[config.mk]
export PLATFORM = sky130hd
export DESIGN_NAME = tmoc_top
export DESIGN_NICKNAME = d
export VERILOG_FILES = /design/src/pkg/tmoc_pkg.sv /design/src/verilog/tmoc_level_gen.sv /design/src/verilog/tmoc_top.sv
export SDC_FILE = /design/constraint.sdc
export NUM_CORES = 1
export LEC_CHECK = 0
export ABC_AREA = 1
export BUFFER_PORTS_ARGS = -buffer_cell sky130_fd_sc_hd__buf_2
export CAP_MARGIN = 20
export CORE_MARGIN = 2
export CORE_UTILIZATION = 39
export CTS_CLUSTER_SIZE = 40
export DETAILED_ROUTE_END_ITERATION = 16
export GPL_ROUTABILITY_DRIVEN = 1
export PLACE_DENSITY_LB_ADDON = 0.05
export SLEW_MARGIN = 20
export SYNTH_ARGS = -nofsm -noshare
export SYNTH_HDL_FRONTEND = slang
export SYNTH_SLANG_ARGS = --single-unit
[constraint.sdc]
create_clock -name pclk -period 1.4 [get_ports pclk]
set_clock_uncertainty 0.15 [all_clocks]
set_input_delay 0.28 -clock pclk [delete_from_list [all_inputs] [get_ports pclk]]
set_output_delay 0.28 -clock pclk [all_outputs]
set_load 0.01 [all_outputs]
[src/pkg/tmoc_pkg.sv]
// Constants and types for the timer output and counter-clear control block.
// Assumes a single 200 MHz clock; the counter and comparators are outside.

package tmoc_pkg;

  // ********************************************************************
  // register map
  // ********************************************************************
  localparam int         ADDR_W      = 12;
  localparam logic [11:0] ADDR_CTRL   = 12'h000;
  localparam logic [11:0] ADDR_STATUS = 12'h004;
  localparam logic [7:0]  CTRL_RST    = 8'h00;

  // ********************************************************************
  // control field positions
  // ********************************************************************
  localparam int POS_MODE_HI   = 7;
  localparam int POS_MODE_LO   = 6;
  localparam int POS_ACT_HI    = 5;
  localparam int POS_ACT_LO    = 4;
  localparam int POS_LEVEL     = 3;
  localparam int POS_INVERT    = 2;
  localparam int POS_SWAP      = 1;
  localparam int POS_CLEAR_SEL = 0;

  // ********************************************************************
  // status field positions
  // ********************************************************************
  localparam int POS_ST_LEVEL  = 0;
  localparam int POS_ST_PIN    = 1;
  localparam int POS_ST_RUN    = 2;
  localparam int POS_ST_DRIVE  = 3;
  localparam int POS_ST_PULSE  = 4;

  localparam int NUM_PINS = 2;

  // ********************************************************************
  // types
  // ********************************************************************
  typedef enum logic [1:0] {
    TMOC_MODE_COMPARE,
    TMOC_MODE_CAPTURE,
    TMOC_MODE_PWM,
    TMOC_MODE_TIMER
  } tmoc_mode_t;

  typedef enum logic [1:0] {
    TMOC_ACT_00,
    TMOC_ACT_01,
    TMOC_ACT_10,
    TMOC_ACT_11
  } tmoc_action_t;

  typedef struct packed {
    tmoc_mode_t   mode;
    tmoc_action_t action;
    logic         out_level_sel;
    logic         out_invert;
    logic         period_duty_swap;
    logic         clear_source_sel;
  } tmoc_ctrl_t;

  typedef struct packed {
    logic match_a;
    logic match_p;
    logic overflow;
  } tmoc_evt_t;

endpackage

[src/verilog/tmoc_level_gen.sv]
// Output level generator: the pin level before polarity inversion.
// Assumes match pulses and the run bit come from logic on the same clock.

module tmoc_level_gen (
  // clock and reset
  input  wire logic                 pclk,
  input  wire logic                 presetn,
  // configuration
  input  wire tmoc_pkg::tmoc_ctrl_t ctrl,
  // timer events
  input  wire logic                 run_rise,
  input  wire logic                 match_a,
  input  wire logic                 duty_match,
  input  wire logic                 period_start,
  // result
  output logic                      level,
  output logic                      pulse_busy
);

  logic cmp_level_r;
  logic cmp_level_nxt;
  logic pwm_on_r;
  logic pwm_on_nxt;
  logic sp_on_r;
  logic sp_on_nxt;
  logic active;

  // ********************************************************************
  // next state
  // ********************************************************************
  always_comb begin
    cmp_level_nxt = cmp_level_r;
    pwm_on_nxt    = pwm_on_r;
    sp_on_nxt     = sp_on_r;
    // restart returns the pin to its initial level
    if (run_rise) begin
      cmp_level_nxt = ctrl.out_level_sel;
    end else if (match_a) begin
      // driving the level the pin already has is no visible change
      case (ctrl.action)
        tmoc_pkg::TMOC_ACT_00: cmp_level_nxt = cmp_level_r;
        tmoc_pkg::TMOC_ACT_01: cmp_level_nxt = 1'b0;
        tmoc_pkg::TMOC_ACT_10: cmp_level_nxt = 1'b1;
        default:               cmp_level_nxt = ~cmp_level_r;
      endcase
    end
    // the pwm waveform keeps running even while forced, so a switch back is glitch free
    if (period_start) begin
      pwm_on_nxt = 1'b1;
    end else if (duty_match) begin
      pwm_on_nxt = 1'b0;
    end
    if (run_rise) begin
      sp_on_nxt = 1'b1;
    end else if (duty_match) begin
      sp_on_nxt = 1'b0;
    end
  end

  always_ff @(posedge pclk or negedge presetn) begin
    if (!presetn) begin
      cmp_level_r <= 1'b0;
      pwm_on_r    <= 1'b0;
      sp_on_r     <= 1'b0;
    end else begin
      cmp_level_r <= cmp_level_nxt;
      pwm_on_r    <= pwm_on_nxt;
      sp_on_r     <= sp_on_nxt;
    end
  end

  // ********************************************************************
  // level selection
  // ********************************************************************
  always_comb begin
    case (ctrl.action)
      tmoc_pkg::TMOC_ACT_00: active = 1'b0;
      tmoc_pkg::TMOC_ACT_01: active = 1'b1;
      tmoc_pkg::TMOC_ACT_10: active = pwm_on_r;
      default:               active = sp_on_r;
    endcase
    if (ctrl.mode == tmoc_pkg::TMOC_MODE_PWM) begin
      level = ctrl.out_level_sel ? active : ~active;
    end else begin
      level = cmp_level_r;
    end
    pulse_busy = sp_on_r;
  end

endmodule

[src/verilog/tmoc_top.sv]
// Timer output and counter-clear control with an APB control register.
// Assumes the counter, comparators and run bit sit on the same pclk domain.
//
// The APB register port and the register offsets were decided locally.

module tmoc_top (
  // clock and reset
  input  wire logic                      pclk,
  input  wire logic                      presetn,
  // apb slave
  input  wire logic                      psel,
  input  wire logic                      penable,
  input  wire logic                      pwrite,
  input  wire logic [tmoc_pkg::ADDR_W-1:0] paddr,
  input  wire logic [31:0]               pwdata,
  output logic      [31:0]               prdata,
  output logic                           pready,
  output logic                           pslverr,
  // timer core events
  input  wire tmoc_pkg::tmoc_evt_t       evt,
  input  wire logic                      compare_p_zero,
  input  wire logic                      timer_run_enable,
  // timer core control
  output logic                           counter_clear,
  output logic                           period_from_a,
  // output pins
  output logic                           timer_out_pin_a,
  output logic                           timer_out_pin_b,
  output logic                           timer_out_pin_a_oe_n,
  output logic                           timer_out_pin_b_oe_n
);

  // ********************************************************************
  // state
  // ********************************************************************
  tmoc_pkg::tmoc_ctrl_t ctrl_r;
  tmoc_pkg::tmoc_ctrl_t ctrl_nxt;
  logic [31:0]          prdata_r;
  logic [31:0]          prdata_nxt;
  logic                 pready_r;
  logic                 pready_nxt;
  logic                 pslverr_r;
  logic                 pslverr_nxt;
  logic                 run_d_r;
  logic                 clear_r;
  logic                 clear_nxt;
  logic                 period_a_r;
  logic                 period_a_nxt;
  logic [tmoc_pkg::NUM_PINS-1:0] pin_r;
  logic [tmoc_pkg::NUM_PINS-1:0] pin_nxt;
  logic [tmoc_pkg::NUM_PINS-1:0] oe_n_r;
  logic [tmoc_pkg::NUM_PINS-1:0] oe_n_nxt;

  logic run_rise;
  logic duty_match;
  logic period_match;
  logic level;
  logic pulse_busy;
  logic drives;
  logic pin_level;
  logic access;
  logic hit_ctrl;
  logic hit_status;

  // ********************************************************************
  // apb slave
  // ********************************************************************
  // one wait state: pready is raised in the second access cycle so that
  // every answer comes from a flop, at the cost of one extra cycle
  assign access     = psel && penable;
  assign hit_ctrl   = (paddr == tmoc_pkg::ADDR_CTRL);
  assign hit_status = (paddr == tmoc_pkg::ADDR_STATUS);

  always_comb begin
    ctrl_nxt    = ctrl_r;
    prdata_nxt  = prdata_r;
    pready_nxt  = 1'b0;
    pslverr_nxt = 1'b0;
    if (access && !pready_r) begin
      pready_nxt = 1'b1;
      prdata_nxt = 32'h0000_0000;
      if (hit_ctrl) begin
        prdata_nxt[7:0] = ctrl_r;
      end else if (hit_status) begin
        prdata_nxt[tmoc_pkg::POS_ST_LEVEL] = level;
        prdata_nxt[tmoc_pkg::POS_ST_PIN]   = pin_r[0];
        prdata_nxt[tmoc_pkg::POS_ST_RUN]   = run_d_r;
        prdata_nxt[tmoc_pkg::POS_ST_DRIVE] = ~oe_n_r[0];
        prdata_nxt[tmoc_pkg::POS_ST_PULSE] = pulse_busy;
        pslverr_nxt = pwrite;
      end else begin
        pslverr_nxt = 1'b1;
      end
    end
    // the write lands only at the edge where the master sees pready
    if (access && pready_r && pwrite && hit_ctrl) begin
      ctrl_nxt = tmoc_pkg::tmoc_ctrl_t'(pwdata[7:0]);
    end
  end

  always_ff @(posedge pclk or negedge presetn) begin
    if (!presetn) begin
      ctrl_r    <= tmoc_pkg::tmoc_ctrl_t'(tmoc_pkg::CTRL_RST);
      prdata_r  <= 32'h0000_0000;
      pready_r  <= 1'b0;
      pslverr_r <= 1'b0;
    end else begin
      ctrl_r    <= ctrl_nxt;
      prdata_r  <= prdata_nxt;
      pready_r  <= pready_nxt;
      pslverr_r <= pslverr_nxt;
    end
  end

  assign prdata  = prdata_r;
  assign pready  = pready_r;
  assign pslverr = pslverr_r;

  // ********************************************************************
  // run edge and period/duty roles
  // ********************************************************************
  assign run_rise = timer_run_enable && !run_d_r;

  always_comb begin
    if (ctrl_r.period_duty_swap) begin
      period_match = evt.match_a;
      duty_match   = evt.match_p;
    end else begin
      period_match = evt.match_p;
      duty_match   = evt.match_a;
    end
  end

  // ********************************************************************
  // counter clear
  // ********************************************************************
  always_comb begin
    clear_nxt    = 1'b0;
    period_a_nxt = 1'b0;
    case (ctrl_r.mode)
      tmoc_pkg::TMOC_MODE_COMPARE, tmoc_pkg::TMOC_MODE_TIMER: begin
        if (ctrl_r.clear_source_sel) begin
          clear_nxt = evt.match_a;
        end else begin
          clear_nxt = evt.match_p || (evt.overflow && compare_p_zero);
        end
        period_a_nxt = ctrl_r.clear_source_sel;
      end
      tmoc_pkg::TMOC_MODE_PWM: begin
        // clear-select plays no part here; the swap bit picks the period
        clear_nxt    = period_match;
        period_a_nxt = ctrl_r.period_duty_swap;
      end
      default: begin
        clear_nxt    = 1'b0;
        period_a_nxt = 1'b0;
      end
    endcase
  end

  always_ff @(posedge pclk or negedge presetn) begin
    if (!presetn) begin
      run_d_r    <= 1'b0;
      clear_r    <= 1'b0;
      period_a_r <= 1'b0;
    end else begin
      run_d_r    <= timer_run_enable;
      clear_r    <= clear_nxt;
      period_a_r <= period_a_nxt;
    end
  end

  assign counter_clear = clear_r;
  assign period_from_a = period_a_r;

  // ********************************************************************
  // output level
  // ********************************************************************
  tmoc_level_gen u_level (
    .pclk         (pclk),
    .presetn      (presetn),
    .ctrl         (ctrl_r),
    .run_rise     (run_rise),
    .match_a      (evt.match_a),
    .duty_match   (duty_match),
    .period_start (clear_r && (ctrl_r.mode == tmoc_pkg::TMOC_MODE_PWM)),
    .level        (level),
    .pulse_busy   (pulse_busy)
  );

  // ********************************************************************
  // pin drivers
  // ********************************************************************
  // capture and timer/counter modes release the pins to other functions
  assign drives    = (ctrl_r.mode == tmoc_pkg::TMOC_MODE_COMPARE) ||
                     (ctrl_r.mode == tmoc_pkg::TMOC_MODE_PWM);
  assign pin_level = drives ? (level ^ ctrl_r.out_invert) : 1'b0;

  generate
    for (genvar i = 0; i < tmoc_pkg::NUM_PINS; i++) begin : g_pin
      always_comb begin
        pin_nxt[i]  = pin_level;
        oe_n_nxt[i] = ~drives;
      end

      always_ff @(posedge pclk or negedge presetn) begin
        if (!presetn) begin
          pin_r[i]  <= 1'b0;
          oe_n_r[i] <= 1'b1;
        end else begin
          pin_r[i]  <= pin_nxt[i];
          oe_n_r[i] <= oe_n_nxt[i];
        end
      end
    end
  endgenerate

  assign timer_out_pin_a      = pin_r[0];
  assign timer_out_pin_b      = pin_r[1];
  assign timer_out_pin_a_oe_n = oe_n_r[0];
  assign timer_out_pin_b_oe_n = oe_n_r[1];

endmodule

# --- Word level (Yosys, flattened, before mapping) ---
# Cells that the tools add are included.
word_totals:
  register_bits: 26
  inputBits: 54
  out_inout_bits: 40
  wordCells: 70
op_classes:
  bitwise: 5
  mux: 22
  reduce_logical: 20
  n_eq_ne: 6
ops:
  columns: ["cell", "n"]
  rows:
  - ["1-bit 2-to-1 mux", 15]
  - ["12-bit by 3-bit == test with 1-bit output, second input constant", 1]
  - ["12-bit zero test", 1]
  - ["5-bit 2-to-1 mux", 2]
  - ["1-bit logical AND", 8]
  - ["2-bit == test, second input constant", 3]
  - ["1-bit case mux with 3 select lines", 2]
  - ["2-bit nonzero test", 3]
  - ["2-bit zero test", 2]
  - ["1-bit NOT", 4]
  - ["1-bit case mux with 2 select lines", 2]
  - ["3-bit 2-to-1 mux", 1]
  - ["2-bit by 1-bit == test with 1-bit output, second input constant", 1]
  - ["1-bit zero test", 2]
  - ["1-bit logical OR", 2]
  - ["2-bit inequality test, second input constant", 1]
  - ["2-bit AND reduction", 1]
  - ["2-bit OR reduction", 1]
  - ["1-bit XOR", 1]

# --- Depth between registers and ports, before layout ---
# Gate-level depths: netlist (run 1).
logic_depth:
  depth_word: 7
  depth_mapped: 10
  ltp_nobuf: 10

# --- By module ---
# Synthesis (run 1) repeated with hierarchy kept, for this count alone.
unflattened:
  cells_unflattened: 202
  hier_area_um2: 1601.5
modules_own_cells:
  columns: ["module", "seq_area_each_um2", "n_inst", "cells_per_inst", "area_each_um2"]
  rows:
  - ["tmoc_top", 576.8, 1, 167, 1356.3]
  - ["tmoc_level_gen", 75.1, 1, 35, 245.2]

# --- Least setup slack after synthesis (run 1) ---
# OpenSTA, ideal clock, no wires.
synth_timing:
  path_type: "register to register"
  start: "register ctrl_r[6] (netlist name)"
  end: "register pin_r, in the netlist timer_out_pin_b"
  required_time_ns: 1.131
  n_path_buf: 0
  arrival_time_ns: 1.134
  setup_ns: 0.119
  slack_ns: -0.003
  synth_period_minus_slack_ns: 1.403
  stages_incl_launch_ff: 6
  cell_sequence: "dfrtp_1 inv_1 ha_1 or2_2 a21oi_1 nor2_1"
synth_between:
  elab_chain_cells: 4
  word_cells_on_any_way: 6
  classes_between: "eq/ne: 1; mux: 2; bitwise: 1; reduce/logical: 2"
synth_rtl:
  columns: ["element", "line", "text"]
  rows:
  - ["from (decl)", "tmoc_top.sv:36", "tmoc_pkg::tmoc_ctrl_t ctrl_r;"]
  - ["from (signal assigned)", "tmoc_top.sv:103", "ctrl_r <= tmoc_pkg::tmoc_ctrl_t'(tmoc_pkg::CTRL_RST);"]
  - ["from (signal assigned)", "tmoc_top.sv:108", "ctrl_r <= ctrl_nxt;"]
  - ["2-bit == test", "tmoc_level_gen.sv:82, tmoc_top.sv:196", null]
  - ["1-bit 2-to-1 mux", "tmoc_level_gen.sv:82", "if (ctrl.mode == tmoc_pkg::TMOC_MODE_PWM) begin"]
  - ["1-bit XOR", "tmoc_top.sv:197", "assign pin_level = drives ? (level ^ ctrl_r.out_invert) : 1'b0;"]
  - ["1-bit 2-to-1 mux (*)", "tmoc_top.sv:197", null]
  - ["via pin_level", "tmoc_top.sv:60", "logic pin_level;"]
  - ["to (signal, indexed assignment)", "tmoc_top.sv:211", "pin_r[i] <= pin_nxt[i];"]
  - ["to (decl)", "tmoc_top.sv:49", "logic [tmoc_pkg::NUM_PINS-1:0] pin_r;"]
# Mark *: on every way through the listed nets, which the timed path passes. The rest lies on a longest branch.
# A chain may end at the register's enable or synchronous reset.

# --- Worst setup path in the final report (run 1) ---
layout_timing:
  start: "register ctrl_r[4] (netlist name)"
  end: "register pin_r, in the netlist timer_out_pin_b"
layout_between:
  elab_chain_cells: 7
  word_cells_on_any_way: 9
  classes_between: "eq/ne: 2; mux: 4; bitwise: 2; reduce/logical: 1"
layout_rtl:
  columns: ["element", "line", "text"]
  rows:
  - ["2-bit == test, or another cell as far along", "tmoc_level_gen.sv:76", "case (ctrl.action)"]
  - ["1-bit case mux with 3 select lines (*)", "tmoc_level_gen.sv:76", null]
  - ["1-bit NOT", "tmoc_level_gen.sv:83", "level = ctrl.out_level_sel ? active : ~active;"]
  - ["1-bit 2-to-1 mux (*)", "tmoc_level_gen.sv:83", null]
  - ["1-bit 2-to-1 mux (*)", "tmoc_level_gen.sv:82", null]
  - ["1-bit XOR (*)", "tmoc_top.sv:197", null]
  - ["1-bit 2-to-1 mux (*)", "tmoc_top.sv:197", null]
  - ["via pin_level", "tmoc_top.sv:60", null]
# Marks and branches as above.

==> results of run 1 <==
state kept, by name (all words and copies together) (netlist names):
signal / flops
ctrl_r: 8
pready: 1
run_d_r: 1
u_level.pwm_on_r: 1
counter_clear: 1
u_level.cmp_level_r: 1
period_from_a: 1
timer_out_pin_b_oe_n: 1
prdata: 8
timer_out_pin_b: 1
pslverr: 1
u_level.pulse_busy: 1
cells by family (layout without fill, tap and decap cells):
group / after synthesis / count (layout) / share of synthesized area, %
AOI/OAI and AO/OA: 30 / 30 / 12.8
DFF: 26 / 26 / 41.9
adders and majority gates: 7 / 7 / 5.63
other: 1 / 24 / 0.241
buffers and inverters: 50 / 94 / 19.1
and+or+nand+nor: 67 / 67 / 20.3
tightest hold or removal path: cells and delay by family:
| family | cells | cell delay (ns) |
|---|---|---|
| AO/OA/AOI/OAI | 1 | 0.05 |
| buffers and inverters | 2 | 0.14 |
synthesized netlist by cell type, types with 2 or more instances:
cell / number / area (µm²)
o21ai_0: 6 / 30.0
o21ai_2: 3 / 26.3
nand2_1: 27 / 101
a21oi_2: 5 / 43.8
nand3_1: 9 / 45.0
nor2_2: 2 / 12.5
buf_4: 27 / 203
a31oi_1: 4 / 25.0
dfrtp_1: 25 / 626
inv_1: 20 / 75.1
o31ai_1: 3 / 22.5
nor2_1: 22 / 82.6
ha_1: 7 / 87.6
a21oi_1: 6 / 30.0
per-layer routing:
metal,global-route usage [%],vias up
met5,0,-
met4,3.83,0
met3,2.17,7
met2,25.5,49
met1,19.3,568
li1,-,663
layout by cell type, fill, tap and decap left out, types with 2 or more instances in the layout:
cell	count
nand3_2	3
buf_4	20
a31oi_1	4
clkbuf_8	4
conb_1	24
buf_2	43
dfrtp_2	2
nand2_1	25
o21ai_0	5
inv_2	3
ha_1	2
dlygate4sd3_1	2
nor2_1	20
nand2_2	3
inv_1	17
a21oi_1	3
ha_4	4
buf_12	2
buf_6	2
nor2_2	3
o21ai_2	4
dfrtp_1	23
o31ai_1	3
nand3_1	6
a21oi_2	8
final timing paths:
kind / cells after the start / slack, ns / from / to
min in group asynchronous: 2 / 0.27 / presetn / prdata[4]
worst min register to register: 2 / 0.34 / prdata[5] / prdata[5]
max in group asynchronous: 3 / 0.37 / presetn / timer_out_pin_b_oe_n
worst max register to register: 9 / -0.06 / ctrl_r[4] / timer_out_pin_b
worst max-delay path: 9 / -0.06 / ctrl_r[4] / timer_out_pin_b
worst min-delay path: 3 / 0.07 / pwdata[1] / ctrl_r[1]
area by class of cell:
class,instances,area (µm²),area share (%)
Multi-Input combinational cell,128,790,37.9
Sequential cell,26,654,31.4
Tap cell,48,60.1,2.88
Timing Repair Buffer,69,448,21.5
Clock buffer,4,55.1,2.64
Inverter,21,78.8,3.78
where the power goes:
| part | internal [mW] | switching [mW] |
|---|---|---|
| logic | 0.0950 | 0.135 |
| clock network | 0.252 | 0.252 |
| registers | 0.784 | 0.0195 |
| total | 1.13 | 0.407 |
timing repair:
item                                   CTS  global route
endpoints found under the hold margin   12             0
setup endpoints to repair                3             7
setup buffers                            2             5
gates resized for setup                  8            19
pin swaps                                4            11
hold buffers                             2             0
==> metrics.txt, run 1 <==
Placed Cells roughly 280; Pwr Total 1.54 mW; core area 3740 µm²; Area Overhead vs Synth 34.1%; number of I/O pins 94; setup_tns -0.149 ns; antenna cells 0; Main synth FF type dfrtp_1; final setup vio count 3; Die Area 4510 µm²; Post-synth EDFFs 0; # clock sinks 26; Crit-path slowest cell dfrtp_2; num rows 22; initial antenna violation count 0; dpl cell area 1850 µm²; failing checks negative setup slack; vias in the first global route 1179; WL/cell 10.9 µm; CTS Buf Count 3; clk_lat worst skew around 0.28 ns; height of the die ~67 µm; Pleak about 1.1 nW; Warnings, synthesis 0; WP buf/inv 1; overall routing resource usage 14.8%; filler-free cell count of the finished design 296; total wire length 3.23 mm; Initial DRT Pass Iterations 3; critical path class reg2reg; synthesized flop and latch total 26; fin crit share 104%; Tmin final 1.46 ns; Post-Synthesis Cells 181; PortBufs 45; fraction of registers with async set/reset 100%; share of layout cells above drive strength 1 43.1%; CP peak stage delay 0.45 ns; Crit path arrival time 1.49 ns; first-pass GRT wire length 5.12 mm; delay-heaviest family, CP flip-flops; crit path max fanout 4; pin count of the biggest net entering global routing 16; Worst-path clk slew ~0.10 ns; Starting Density 41.5%; FILL cells between 300 and 400; Detail Route Antenna Nets 0; fmax between 0.6 and 0.7 GHz; RSZ-0062 raised after global routing yes; status finished, violations left; global route overflow 0; Final Worst Setup Slack -0.0607 ns; worst vdd rail ir drop 390 µV; Hold Path Class in2reg; max layer used met4; met1 wire length 1.44 mm; design area 2090 µm²; Die W 67.2 µm; Crit path required time 1.43 ns; post-DP HPWL 2.46 mm; Slew Viols, Final 0; Pwr Density about 740 nW/µm²; Hold Vio Cnt, Final 0; via count ~1300; Max Cap Viol 0; Distinct cells, synth 29; worst slack, placed -0.105 ns; mean post-synth cell area 8.59 µm²; Root Buffer Master clkbuf_8; post-synthesis sequential area ratio 41.9%; H-tree Lvls 1; Worst setup EP type flip-flop; final core utilization 55.7%; metal2 WL about 1.5 mm; cell area after synthesis 1560 µm²; hold slack 0.0728 ns; crit start category flip-flop; CTS tree built; crit-path cells inv_2 -> ha_4 -> nand2_2 -> nand2_2 -> nand2_1 -> nand2_1 -> nand3_2 -> a21oi_2 -> nor2_1; met3 routed WL between 200 and 250 µm; Nets slightly above 300; 1st-iter DRT viols 33; CTS Buffer Depth 2; Placer Congestion 0.838; drt drc 0; Via density 4.35
Power figures use the tool's default switching activity.
==> run 2, diff against run 1 <==
--- a/config.mk
+++ b/config.mk
@@ -9,7 +9,7 @@
 export BUFFER_PORTS_ARGS = -buffer_cell sky130_fd_sc_hd__buf_2
 export CAP_MARGIN = 20
 export CORE_MARGIN = 2
-export CORE_UTILIZATION = 39
+export CORE_UTILIZATION = 43
 export CTS_CLUSTER_SIZE = 40
 export DETAILED_ROUTE_END_ITERATION = 16
 export GPL_ROUTABILITY_DRIVEN = 1
==> constraint.sdc (replaced) <==
create_clock -name pclk -period 1.6 [get_ports pclk]
set_clock_uncertainty 0.15 [all_clocks]
set_input_delay 0.32 -clock pclk [delete_from_list [all_inputs] [get_ports pclk]]
set_output_delay 0.32 -clock pclk [all_outputs]
set_load 0.01 [all_outputs]
==> run 2 against run 1 <==
Net effect:
- the flow now finishes without violations
- first-iteration DRC count rose by 33%
- clock power fell by 10%
- non-clock buffer count fell by 15
- sequential power fell by 13%
- core utilization fell by 1.6 points
- maximum frequency fell by 4.7%
- hold slack got worse by 0.021 ns
- critical endpoint unchanged
==> metrics.txt, run 2 (synthesized netlist as in run 1, its figures left out) <==
Max Cap Viol 0 (unchanged); worst vdd rail ir drop 346 µV (-11%); CTS tree built; vias in the first global route 1122 (-4.8%); Slew Viols, Final 0 (unchanged); fin crit share 95.8% (-8.5 points); global route overflow 0 (unchanged); Crit path arrival time 1.61 ns (+0.12 ns); post-DP HPWL 2.36 mm (-4.0%); dpl cell area 1750 µm² (-5.3%); pin count of the biggest net entering global routing 27 (+11); Worst-path clk slew 0.14 ns (+0.04 ns); overall routing resource usage 15.7% (+0.99 points); number of I/O pins 94 (unchanged); setup_tns 0 ns (+0.149 ns); fmax 0.652 GHz (-4.7%); Pwr Total 1.34 mW (-13%); Area Overhead vs Synth 18.7%; PortBufs 45 (unchanged); final setup vio count 0 (-3); CTS Buf Count 3 (unchanged); clk_lat worst skew 0.33 ns (+0.05 ns); total wire length 2.99 mm (-7.3%); critical path class reg2reg; height of the die 64.1 µm (-4.5%); met3 routed WL 158 µm (-24%); metal2 WL 1.45 mm (-5.1%); Starting Density 45.5% (+4.0 points); initial antenna violation count 0 (unchanged); core area 3420 µm² (-8.8%); H-tree Lvls 1 (unchanged); WL/cell 10.7 µm (-1.7%); Worst setup EP type flip-flop; crit path max fanout 4 (unchanged); 1st-iter DRT viols 44 (+33%); Via density 4.47 (+2.9%); Die W 64.1 µm (-4.5%); Hold Vio Cnt, Final 0 (unchanged); met1 wire length 1.34 mm (-6.4%); status complete, no violations; design area 1850 µm² (-11%); antenna cells 0 (unchanged); worst slack, placed -0.0280 ns (+0.0772 ns); Pleak 1.02 nW (-7.9%); CTS Buffer Depth 2 (unchanged); via count 1248 (-3.0%); Pwr Density 727 nW/µm² (-1.4%); Root Buffer Master clkbuf_4; first-pass GRT wire length 5.02 mm (-1.9%); Final Worst Setup Slack 0.0668 ns (+0.127 ns); crit start category flip-flop; share of layout cells above drive strength 1 32.6% (-11 points); measured slew at the worst slew-check pin approximately 0.57 ns; max layer used met4; Die Area 4110 µm² (-8.8%); Slew headroom 61.7%; Nets 295 (-4.8%); # clock sinks 26 (unchanged); drt drc 0 (unchanged); leading cell type in the layout, fill and taps excluded buf_2; num rows 21 (-4.5%); Initial DRT Pass Iterations 4 (+1); Hold Path Class in2reg; Crit path required time 1.68 ns (+0.25 ns); Detail Route Antenna Nets 0 (unchanged); Tmin final 1.53 ns (+0.0725 ns); Placer Congestion 0.793 (-5.3%); most frequent cells in the layout buf_2, nand2_1, dfrtp_1; final core utilization 54.1% (-1.6 points)
[run 2: changes by cell type in the layout (fill, tap and decap cells not counted), sizes merged]
cell,delta
buf,-15
clkbuf,-1
bufinv,+1
[run 2: worst max-delay path: stages (launching register included)]
cell and delay [ns]:
dfrtp_1 0.39, inv_1 0.10, ha_1 0.25, or2_2 0.31, a21oi_1 0.15, nor2_1 0.07
[run 2: power by group]
group	switching (mW)	internal (mW)
Sequential	0.0167	0.687
Clock	0.198	0.254
Combinational	0.113	0.0756
[run 2: what timing repair did]
action	4_1_cts	5_1_grt
hold buffers	2	0
endpoints found under the hold margin	26	0
resized for setup	0	5
buffers inserted	0	1
endpoints found under the setup margin	0	3
[run 2: area by class of cell]
type                    instances  area [µm²]
multi-input cells             128         708
clock inverters                 1        30.0
clock buffers                   3        22.5
flip-flops and latches         26         652
repair buffers                 54         298
well taps                      46        57.6
inverters                      21        78.8
fillers                       358        1570
[run 2: layer usage]
| metal | GRT usage (%) | vias up |
|---|---|---|
| li1 | - | 630 |
| met1 | 20.8 | 569 |
| met5 | 0 | - |
| met2 | 26.8 | 44 |
| met4 | 5.59 | 0 |
| met3 | 1.58 | 5 |
[run 2: final timing paths]
kind                            from                   end  slack, ns  cells after the start
max reg2reg                ctrl_r[6]       timer_out_pin_b       0.07                      5
min                        pwdata[0]             ctrl_r[0]       0.05                      3
min in group asynchronous    presetn             prdata[1]       0.35                      2
max                        ctrl_r[6]       timer_out_pin_b       0.07                      5
min reg2reg                prdata[7]             prdata[7]       0.35                      2
max in group asynchronous    presetn  timer_out_pin_b_oe_n       0.56                      2
[run 2: per-stage QoR]
stage	hold WS, ns	instances
after floorplan	-0.126	204
after global placement	0.203	272
after detailed placement	0.210	272
after CTS	0.0512	278
after global routing	0.0535	279
final	0.0521	279
==> run 3, diff against run 2 <==
--- a/config.mk
+++ b/config.mk
@@ -9,11 +9,10 @@
 export BUFFER_PORTS_ARGS = -buffer_cell sky130_fd_sc_hd__buf_2
 export CAP_MARGIN = 20
 export CORE_MARGIN = 2
-export CORE_UTILIZATION = 43
+export CORE_UTILIZATION = 30
 export CTS_CLUSTER_SIZE = 40
 export DETAILED_ROUTE_END_ITERATION = 16
 export GPL_ROUTABILITY_DRIVEN = 1
-export PLACE_DENSITY_LB_ADDON = 0.05
 export SLEW_MARGIN = 20
 export SYNTH_ARGS = -nofsm -noshare
 export SYNTH_HDL_FRONTEND = slang
==> constraint.sdc (replaced) <==
create_clock -name pclk -period 1.6 [get_ports pclk]
set_clock_uncertainty 0.15 [all_clocks]
set_input_delay 0.48 -clock pclk [delete_from_list [all_inputs] [get_ports pclk]]
set_output_delay 0.48 -clock pclk [all_outputs]
set_load 0.01 [all_outputs]
==> run 3 against run 2 <==
Net effect:
- non-clock buffer count is 1 lower
- register-to-register slack better by 0.06 ns
- combinational power is 3% higher
- via count is 2.9% lower
- routed wire length hardly changed
- sequential power hardly changed
- cell count is 8.2% higher
- global-route usage is 4.7 points lower
- highest routed layer unchanged
==> metrics.txt, run 3 (synthesized netlist as in run 1, its figures left out) <==
Worst Setup SP timer_out_pin_b_oe_n; design area 1890 µm² (+2.2%); register area 652 µm² (unchanged); multi-input logic area 701 µm² (-1.1%); Hold Path Class in2reg; Detail Route Antenna Nets 0 (unchanged); antenna cells 0 (unchanged); number of I/O pins 94 (unchanged); core area 5040 µm² (+48%); num rows 26 (+24%); Pwr Density 701 nW/µm² (-3.6%); FILL cells 558 (+56%); HP Start timer_run_enable; fmax 0.634 GHz (-2.8%); Worst-path clk slew 0.09 ns (-0.05 ns); CTS tree built; Worst setup EP type primary output; WL/cell 9.89 µm (-7.6%); Final Worst Setup Slack 0.0221 ns (-0.0446 ns); crit path max fanout 3 (-1); vias in the first global route 1132 (+0.89%); CTS Buf Count 3 (unchanged); via count 1212 (-2.9%); setup_tns 0 ns (unchanged); Crit path arrival time 0.95 ns (-0.66 ns); status complete, no violations; post-DP HPWL 2.39 mm (+1.5%); Hold Vio Cnt, Final 0 (unchanged); delay-heaviest family, CP flip-flops; final setup vio count 0 (unchanged); fin crit share 98.6% (+2.8 points); Die Area 5780 µm² (+40%); Placer Congestion 0.792 (about the same); first-pass GRT wire length 5.20 mm (+3.4%); dpl cell area 1810 µm² (+3.1%); share of layout cells above drive strength 1 31.9% (-0.72 points); worst slack, placed -0.101 ns (-0.0734 ns); Slew Viols, Final 0 (unchanged); Die W 76 µm (+18%); Via density 4.01 (-10%); most frequent cells in the layout buf_2, nand2_1, dfrtp_1; Starting Density 30.8% (-15 points); # clock sinks 26 (unchanged); Root Buffer Master clkbuf_8; RSZ-0062 raised after global routing yes; PortBufs 45 (unchanged); clk_lat worst skew 0.27 ns (-0.06 ns); Pleak 1.03 nW (+0.65%); 1st-iter DRT viols 37 (-16%); initial antenna violation count 0 (unchanged); H-tree Lvls 1 (unchanged); total wire length 2.99 mm (about the same); Max Cap Viol 0 (unchanged); Crit path required time 0.97 ns (-0.71 ns); worst vdd rail ir drop 360 µV (+4.1%); CP peak stage delay 0.55 ns (+0.16 ns); height of the die 76 µm (+18%); global route overflow 0 (unchanged); overall routing resource usage 11.0% (-4.7 points); Area Overhead vs Synth 21.3%; crit start category flip-flop; WP buf/inv 1 (unchanged); leading cell type in the layout, fill and taps excluded buf_2; drt drc 0 (unchanged); Critical R2R Launch ctrl_r[6]; crit-path cells buf_2; Tmin final 1.58 ns (+0.0446 ns); Crit-path slowest cell dfstp_2; pin count of the biggest net entering global routing 17 (-37%); CTS Buffer Depth 2 (unchanged); critical path class reg2out; Nets 294 (-0.34%); Initial DRT Pass Iterations 4 (unchanged)
run 3: stage by stage:
step | power, mW | std cells | utilization (%) | hold WS, ns
global placement | 0.904 | 296 | 35.8 | 0.264
finish | 1.32 | 302 | 37.4 | 0.176
CTS | 1.35 | 301 | 37.1 | 0.166
floorplan | 0.858 | 204 | - | 0.0344
detailed placement | 0.907 | 296 | 35.8 | 0.265
global route | 1.40 | 302 | 37.4 | 0.158
run 3: repair_timing:
action,CTS,global route
hold buffers,1,0
endpoints found under the hold margin,13,0
setup buffers,0,1
endpoints found under the setup margin,0,4
gates resized for setup,0,3
run 3: final timing paths:
path / to / slack (ns) / cells past startpoint
min reg2reg: prdata[7] / 0.34 / 2
max in group asynchronous: timer_out_pin_b_oe_n / 0.33 / 3
max reg2reg: timer_out_pin_b / 0.13 / 5
max: timer_out_pin_b_oe_n / 0.02 / 1
min: run_d_r / 0.18 / 1
min in group asynchronous: u_level.pulse_busy / 0.50 / 2
run 3: cell type report:
cell class                 instances  area share (%)
sequential                        26            34.5
inverter                          21            4.18
tap                               70            4.64
timing repair buffer              53            16.6
clock buffer                       4            2.92
multi-input combinational        128            37.1
run 3: metal layers:
layer	share of wire (%)	vias up	track usage [%]	routed length [µm]
met5	0	-	0	0
met4	0.74	0	2.73	22
met3	6.7	4	3.55	199
met2	47	38	18.4	1410
met1	45	540	13.9	1360
li1	-	630	-	-
run 3: where the power goes:
group | internal [mW] | switching, mW
Clock | 0.220 | 0.206
Combinational | 0.0788 | 0.115
Sequential | 0.686 | 0.0160
